File: src/rtl/od_io_defs.vh
/*
 open-drain io structure constants: group sizes, select and reset values.
 assumes inclusion by bare name from the rtl files.
*/
`ifndef OD_IO_DEFS_VH
`define OD_IO_DEFS_VH
`define WAND_CELLS 4
`define WOR_CELLS 4
`define MUX_CELLS 4
`define MUX_SEL_W 2
`define FLOAT_ON 1'h1
`define FLOAT_OFF 1'h0
`define RST_FLOAT 1'h1
`define RST_DATA 1'h0
`define STATE_IDLE 2'h1
`define STATE_DRIVE 2'h2
`endif

File: src/rtl/io_cell.v
/*
 one three-state pad cell, registered: data and float control sampled together
 so both leave flip-flops on one edge. assumes the pad level is resolved outside.
*/
`timescale 1ns/100ps
`include "od_io_defs.vh"
module io_cell (
	input wire mclk,
	input wire rst,
	input wire ce,
	input wire next_data,
	input wire next_float,
	output reg pad_o,
	output reg pad_oe
);
	// equal register paths keep data and float skew small
	always @(posedge mclk or posedge rst) begin
		if (rst) begin
			pad_o <= `RST_DATA;
			pad_oe <= ~`RST_FLOAT;
		end else if (ce) begin
			pad_o <= next_data;
			pad_oe <= ~next_float;
		end
	end
endmodule // io_cell

File: src/rtl/open_drain_io_structures.v
/*
 open-drain output, wired-and, wired-or, shared-line multiplexer and
 resistor-assisted hysteresis input built from three-state pad cells.
 assumes external pull-ups on shared lines and resistor dividers at the sense pad;
 pad enables are high while driving and leave a flip-flop in each cell.
 ce low freezes every flop, pad cells included.
 a select change on the multiplexer costs one cycle with all sources released.
 sense feedback follows the raw synchronised level, never the inverted one.
*/
`timescale 1ns/100ps
`include "od_io_defs.vh"
//
// Behaviour
// - float high releases pad, low drives data
// - open drain ties data and float together
// - high signal floats pad, pull-up raises
// - low signal drives pad low directly
// - keep data and float skew small
// - wired-and true inputs float their pads
// - wired-and false input drives line low
// - wired-or is negative-logic wired-and
// - mux source selected by float low
// - mux never enables two drivers
// - inverted sense feeds high-drive cell float
// - sense low: low cell drives, high floats
// - sense high: low floats, high drives high
// - inverting variant flips sensed signal sense
module open_drain_io_structures (
	input wire mclk,
	input wire rst,
	input wire ce,
	input wire od_sig,
	output wire od_pad_o,
	output wire od_pad_oe,
	input wire [`WAND_CELLS-1:0] wand_in,
	output wire [`WAND_CELLS-1:0] wand_pad_o,
	output wire [`WAND_CELLS-1:0] wand_pad_oe,
	input wire [`WOR_CELLS-1:0] wor_req_n,
	output wire [`WOR_CELLS-1:0] wor_pad_o,
	output wire [`WOR_CELLS-1:0] wor_pad_oe,
	input wire [`MUX_CELLS-1:0] mux_src,
	input wire mux_en,
	input wire [`MUX_SEL_W-1:0] mux_sel,
	output wire [`MUX_CELLS-1:0] mux_pad_o,
	output wire [`MUX_CELLS-1:0] mux_pad_oe,
	input wire sense_pad_i,
	input wire invert_sense,
	output wire low_drive_o,
	output wire low_drive_oe,
	output wire high_drive_o,
	output wire high_drive_oe,
	output reg sensed
);
	wire [`MUX_CELLS-1:0] mux_pick;
	wire fb_level;
	// synchroniser stages and filtered raw level
	reg sync_a;
	reg sync_b;
	reg sync_c;
	reg settled;
	reg next_settled;
	// multiplexer state
	reg [1:0] mux_state;
	reg [1:0] next_mux_state;
	reg [`MUX_SEL_W-1:0] cur_sel;
	reg [`MUX_SEL_W-1:0] next_cur_sel;
	reg next_sensed;
	genvar i;

	//////////////////////////////////////////////////////////////////////////////
	// single open-drain output
	io_cell u_od (
		.mclk(mclk),
		.rst(rst),
		.ce(ce),
		.next_data(od_sig),
		.next_float(od_sig),
		.pad_o(od_pad_o),
		.pad_oe(od_pad_oe)
	);

	//////////////////////////////////////////////////////////////////////////////
	// wired-and and wired-or groups
	// true input releases its pad, false input pulls the line low
	generate
		for (i = 0; i < `WAND_CELLS; i = i + 1) begin : g_wand
			io_cell u_cell (
				.mclk(mclk),
				.rst(rst),
				.ce(ce),
				.next_data(wand_in[i]),
				.next_float(wand_in[i]),
				.pad_o(wand_pad_o[i]),
				.pad_oe(wand_pad_oe[i])
			);
		end

		for (i = 0; i < `WOR_CELLS; i = i + 1) begin : g_wor
			// active-low request pulls shared line low
			io_cell u_cell (
				.mclk(mclk),
				.rst(rst),
				.ce(ce),
				.next_data(wor_req_n[i]),
				.next_float(wor_req_n[i]),
				.pad_o(wor_pad_o[i]),
				.pad_oe(wor_pad_oe[i])
			);
		end
	endgenerate

	//////////////////////////////////////////////////////////////////////////////
	// shared-line multiplexer: a select change passes through idle first
	localparam [1:0] MUX_IDLE = `STATE_IDLE;
	localparam [1:0] MUX_DRIVE = `STATE_DRIVE;

	always @* begin
		next_mux_state = mux_state;
		next_cur_sel = cur_sel;
		case (mux_state)
			MUX_IDLE: begin
				// take a select only while no source drives
				if (mux_en) begin
					next_cur_sel = mux_sel;
					next_mux_state = MUX_DRIVE;
				end
			end
			MUX_DRIVE: begin
				// break before make on any select change
				if (!mux_en || mux_sel != cur_sel) begin
					next_mux_state = MUX_IDLE;
				end
			end
			default: begin
				next_mux_state = MUX_IDLE;
			end
		endcase
	end

	// select and state move together, frozen while ce is low
	always @(posedge mclk or posedge rst) begin
		if (rst) begin
			mux_state <= MUX_IDLE;
			cur_sel <= {`MUX_SEL_W{1'b0}};
		end else if (ce) begin
			mux_state <= next_mux_state;
			cur_sel <= next_cur_sel;
		end
	end

	// one-hot pick of the source that drives after this edge
	assign mux_pick = {{(`MUX_CELLS-1){1'b0}}, 1'b1} << next_cur_sel;

	// registered float: a released cell never glitches onto the line
	generate
		for (i = 0; i < `MUX_CELLS; i = i + 1) begin : g_mux
			io_cell u_cell (
				.mclk(mclk),
				.rst(rst),
				.ce(ce),
				.next_data(mux_src[i]),
				.next_float(!((next_mux_state == MUX_DRIVE)
					&& mux_pick[i])),
				.pad_o(mux_pad_o[i]),
				.pad_oe(mux_pad_oe[i])
			);
		end
	endgenerate

	//////////////////////////////////////////////////////////////////////////////
	// hysteresis input: sense pad synchronised, feedback drives the divider
	// three stages: a change counts once the second and third agree
	always @(posedge mclk or posedge rst) begin
		if (rst) begin
			sync_a <= 1'b0;
			sync_b <= 1'b0;
			sync_c <= 1'b0;
			settled <= 1'b0;
			sensed <= 1'b0;
		end else if (ce) begin
			sync_a <= sense_pad_i;
			sync_b <= sync_a;
			sync_c <= sync_b;
			settled <= next_settled;
			sensed <= next_sensed;
		end
	end

	// settled keeps the raw level, so a change of invert_sense
	// never disturbs the feedback while the stages disagree
	always @* begin
		next_settled = settled;
		if (sync_b == sync_c) begin
			next_settled = sync_c;
		end
		next_sensed = next_settled ^ invert_sense;
	end

	// raw level before optional inversion drives the feedback
	assign fb_level = next_settled;

	// low-drive cell pulls the divider down while the raw level is low
	io_cell u_low (
		.mclk(mclk),
		.rst(rst),
		.ce(ce),
		.next_data(1'b0),
		.next_float(fb_level),
		.pad_o(low_drive_o),
		.pad_oe(low_drive_oe)
	);

	// high-drive cell reinforces a high raw level through its resistor
	io_cell u_high (
		.mclk(mclk),
		.rst(rst),
		.ce(ce),
		.next_data(1'b1),
		.next_float(~fb_level),
		.pad_o(high_drive_o),
		.pad_oe(high_drive_oe)
	);
endmodule // open_drain_io_structures

File: config.mk
export PLATFORM = sky130hd
export DESIGN_NAME = open_drain_io_structures
export DESIGN_NICKNAME = d
export VERILOG_FILES = /design/src/rtl/io_cell.v /design/src/rtl/open_drain_io_structures.v
export VERILOG_INCLUDE_DIRS = /design/src /design/src/rtl
export SDC_FILE = /design/constraint.sdc
export NUM_CORES = 1
export LEC_CHECK = 0
export ABC_AREA = 0
export BUFFER_PORTS_ARGS = -buffer_cell sky130_fd_sc_hd__buf_2
export CAP_MARGIN = 40
export CELL_PAD_IN_SITES_DETAIL_PLACEMENT = 1
export CELL_PAD_IN_SITES_GLOBAL_PLACEMENT = 1
export CORE_UTILIZATION = 26
export CTS_BUF_LIST = sky130_fd_sc_hd__clkbuf_8
export DETAILED_ROUTE_END_ITERATION = 6
export PLACE_DENSITY_LB_ADDON = 0.15
export SLEW_MARGIN = 0
export SYNTH_ARGS = -nofsm -noshare
export SYNTH_HDL_FRONTEND = slang
export SYNTH_SLANG_ARGS = --single-unit
File: constraint.sdc
create_clock -name mclk -period 2.85 [get_ports mclk]
set_input_delay 0.57 -clock mclk [delete_from_list [all_inputs] [get_ports mclk]]
set_output_delay 0.57 -clock mclk [all_outputs]
set_load 0.005 [all_outputs]
==> results list <==
- Outcome: finished, final reports clean
- Sequential area share after synthesis: 51.03%
- For this design the ratio of total power to cell area is 739.5 nW/µm².
- Including well taps, the total number of placed cells is 261.
- Crit path max fanout: 5
* Setup WS pre-CTS: 0.9038 ns
- From left edge to right edge, the die measures 85.59 µm.
- Routed WL: 3630 µm
- In the routed layout, each cell is associated on average with a via count of 4.357.
* Remaining design rule violation count: 0
* FFs w/ async S/R, synth: 100.0%
* Clock Tree Buf Depth: 2
* Input/output buffers: 50
* Violation count after the first detailed-route iteration: 49
- First-pass GRT wire length: 6216 µm
* Arrival time at the worst endpoint: 1.95 ns
- STA classifies the critical path startpoint as a flop.
- Max Cap Viol: 0
* Count of different cell masters after synthesis: 29
- Pins over their slew limit: 0
* Num ports: 52
* Most prevalent standard cell on the critical path: sky130_fd_sc_hd__inv_1
- In the final routed layout, each cell accounts on average for 13.49 µm.
- Reg-to-Reg End: g_mux[2].u_cell.pad_oe
- Worst Setup Slack, final: 1.111 ns
* Post-route non-filler standard cell count: 269
* Setup violators final: 0
- Cells with a size suffix above 1 make up 42.86% of the layout.
- Part of the power in registers: 44.7%
* Most area-hungry cell type in the Yosys netlist: sky130_fd_sc_hd__dfrtp_1
* Final hold violation count: 0
- Share of the synthesized area in the top cell type: 49.59%
- After synthesis, the cell types taking the most area are sky130_fd_sc_hd__dfrtp_1 (50%), sky130_fd_sc_hd__mux2_2 (11%), sky130_fd_sc_hd__buf_4 (10%), sky130_fd_sc_hd__mux2i_1 (5.5%), sky130_fd_sc_hd__inv_1 (4.1%).
* Hpwl dp: 2679 µm
- Postcts setup bufs: 0
- For this configuration, the core starts out at a cell density of 26.89%.
- For this run, the leading register cell type out of synthesis is sky130_fd_sc_hd__dfrtp_1.
* DRT antenna net count: 0
- Summed over all nets, the switching power comes to 461.8 µW.
- The worst setup path is captured at a flop.
- Crit path kind: flop to flop
* Via total after detailed routing: 1172
* TritonCTS clock tree: yes
- At the pin with the least slew margin, the transition time is 0.5393 ns.
* H-Tree Level Count: 2
- Pre-Repair DR Iteration Count: 4
- The signal on the critical path passes through inv_1 > ha_1 > inv_1 > nand2_1 > a221o_1 > o22ai_2.
- From bottom edge to top edge, the die measures 85.59 µm.
* Filler Cell Count: 787
- Vias in the first global route: 1308
- Post-Route Setup TNS: 0 ns
- For this design, the slowest cell found on the critical path is sky130_fd_sc_hd__dfstp_2.
- After synthesis, the mean cell area works out to 11.50 µm².
- Clock edge transition at the registers on the reported setup and hold paths: 0.07 ns
* Root buffer cell: sky130_fd_sc_hd__clkbuf_8
- Post-synth net total: 181
* Clock network fraction of design power: 29.6%
* Skew-Pair Late Insertion Delay: 0.29 ns
- For this design, the CTS-stage hold fixing added 0 buffers.
- Startpoint of the worst-slack reg-to-reg timing path: mux_state[0]
- Fin crit share: 61.03%
* Layout Skew: 0.003743 ns
* Clock sink total: 37
* Critical Path Max Stage Delay: 0.57 ns
- The number of buffers and inverters on the critical path is 2.
* Global router's overall resource usage: 11.18%
- Max Fclk: 575.0 MHz
* Cell count after synthesis: 158
* Worst hold margin: 0.3780 ns
* Setup repair after global routing missed its margin: no
- The floorplan step defined a die boundary enclosing 7326 µm².
* Post-synthesis instance area: 1817 µm²
- Number of enable flip-flop cells after synthesis: 0
- Switching portion of total power: 29.85%
- The tightest min-delay check is of the input pin to asynchronous set/reset pin type.
- The floorplan has 30 rows.
- The floorplan step defined a core boundary enclosing 6756 µm².
- Among cell families on the critical path, the largest total delay comes from flip-flops.
- VDD sags by at most 0.1764 mV.
- The share of total power dissipated in combinational logic is 25.7%.
- Pin count of the biggest net entering global routing: 38
- Worst relative slew slack: 64.05%
- In this run the register-to-register setup slack is 1.11 ns.
* Design internal power: 1.085 mW
* Synthesis Warnings: 0
* Global route total overflow: 0
- TritonCTS created 5 clock buffers.
* Resized Gates After CTS: 0
- The congestion estimate from routability-driven global placement came to 0.6722.
- Compared with the post-synthesis result, the final layout area differs by 15.15%.
- For the worst setup path, the data required time is 3.06 ns.
* Minimum period implied by the final worst setup slack: 1.739 ns
* Static leakage: 1.030 nW
- The number of cells on the worst reg-to-reg path is 6.
* Synth Register Bits: 37
- The number of antenna violations at the first check in global routing is 0.
* Nets@finish: 211
- 0 antenna diodes ended up in the layout.
-- metrics by stage --
step                power (mW)  util [%]  instance area [µm²]
CTS                      1.587     30.96                 2092
detailed placement       1.104     29.24                 1976
floorplan                1.004         -                 1817
global route             1.668     30.96                 2092
global placement         1.080     29.24                 1976
finish                   1.547     30.96                 2092
-- final cells by class --
class / instances / area, µm² / area share, %
inverters: 20 / 75.07 / 3.589
clock inverters: 2 / 33.78 / 1.615
multi-input cells: 72 / 608.1 / 29.07
clock buffers: 6 / 82.58 / 3.947
well taps: 80 / 100.1 / 4.785
repair buffers: 52 / 265.3 / 12.68
flip-flops and latches: 37 / 927.1 / 44.32
-- power groups by stage --
stage | logic [mW] | registers [mW] | clock network (mW)
after floorplan | 0.322 | 0.682 | 0
after global placement | 0.387 | 0.693 | 0
after detailed placement | 0.402 | 0.703 | 0
after CTS | 0.408 | 0.693 | 0.485
after global routing | 0.455 | 0.707 | 0.506
final | 0.398 | 0.691 | 0.458
-- how the worst max path moves through the flow --
stage | start | end | cells past startpoint
CTS | mux_state[0] | g_mux[0].u_cell.pad_oe | 6
global placement | mux_sel[1] | g_mux[0].u_cell.pad_oe | 5
floorplan | mux_sel[1] | g_mux[2].u_cell.pad_oe | 4
detailed placement | ce | g_mux[2].u_cell.pad_o | 3
global route | mux_state[0] | g_mux[2].u_cell.pad_oe | 6
finish | mux_state[0] | g_mux[2].u_cell.pad_oe | 6
-- cell usage after synthesis, types with 2 or more instances --
master                     instances
sky130_fd_sc_hd__a21oi_1           5
sky130_fd_sc_hd__a31oi_1           4
sky130_fd_sc_hd__buf_2             3
sky130_fd_sc_hd__buf_4            25
sky130_fd_sc_hd__dfrtp_1          36
sky130_fd_sc_hd__ha_1              2
sky130_fd_sc_hd__inv_1            20
sky130_fd_sc_hd__mux2_2           17
sky130_fd_sc_hd__mux2i_1          10
sky130_fd_sc_hd__nand2_1           6
sky130_fd_sc_hd__nand2b_1          2
sky130_fd_sc_hd__nand3_1           2
sky130_fd_sc_hd__nor2_1            4
sky130_fd_sc_hd__nor3b_1           3
sky130_fd_sc_hd__o22ai_2           4
sky130_fd_sc_hd__xor2_1            2
-- kinds of logic (layout without fill, tap and decap cells) --
kind of cell    count (synthesis)  after routing  synth area share [%]
compound gates                 17             17                 7.576
xor+xnor                        3              3                 1.447
fa+ha+maj                       3              3                 1.928
buf+inv                        49             80                 15.50
flops                          37             37                 51.03
mux                            28             28                 16.67
other cells                     1              1                0.2064
simple gates                   20             20                 5.647
-- worst reg2reg max path, stage by stage, from the launching register on --
cell                      delay, ns
sky130_fd_sc_hd__dfstp_2       0.57
sky130_fd_sc_hd__inv_1         0.07
sky130_fd_sc_hd__ha_1          0.29
sky130_fd_sc_hd__inv_1         0.12
sky130_fd_sc_hd__nand2_1       0.09
sky130_fd_sc_hd__a221o_1       0.39
sky130_fd_sc_hd__o22ai_2       0.14
-- cells in the final DEF, fill, tap and decap left out, drive strengths merged --
cell,Yosys,layout
a21oi,5,5
dfstp,1,1
or3,1,1
conb,1,1
mux2,18,18
nor2,4,4
o32ai,1,1
clkbuf,0,6
xnor2,1,1
nand2b,2,2
maj3,1,1
a221o,1,1
nor3b,3,3
or2,1,1
dfrtp,36,36
nand3,2,2
inv,20,21
nand2,6,6
o22ai,4,4
a31oi,4,4
bufinv,0,1
xor2,2,2
ha,2,2
nand3b,1,1
mux2i,10,10
buf,29,52
o31a,1,1
a41o,1,1
-- per-layer routing --
| layer | vias to the layer above | wire length (µm) | part of all wire [%] | global-route usage (%) |
|---|---|---|---|---|
| met5 | - | 0 | 0 | 0 |
| li1 | 558 | - | - | - |
| met3 | 8 | 160 | 4.4 | 2.791 |
| met4 | 0 | 82 | 2.3 | 5.909 |
| met1 | 570 | 1424 | 39 | 11.52 |
| met2 | 36 | 1963 | 54 | 20.80 |
-- sequential cells by signal (all words and copies together) (netlist names), 2 cells and up --
| name | flops |
|---|---|
| mux_state | 2 |
| g_wand.u_cell.pad_o | 4 |
| g_wand.u_cell.pad_oe | 4 |
| g_mux.u_cell.pad_oe | 4 |
| g_wor.u_cell.pad_o | 4 |
| g_wor.u_cell.pad_oe | 4 |
| g_mux.u_cell.pad_o | 4 |
| cur_sel | 2 |
No activity file was read; power rests on OpenSTA's default activity.
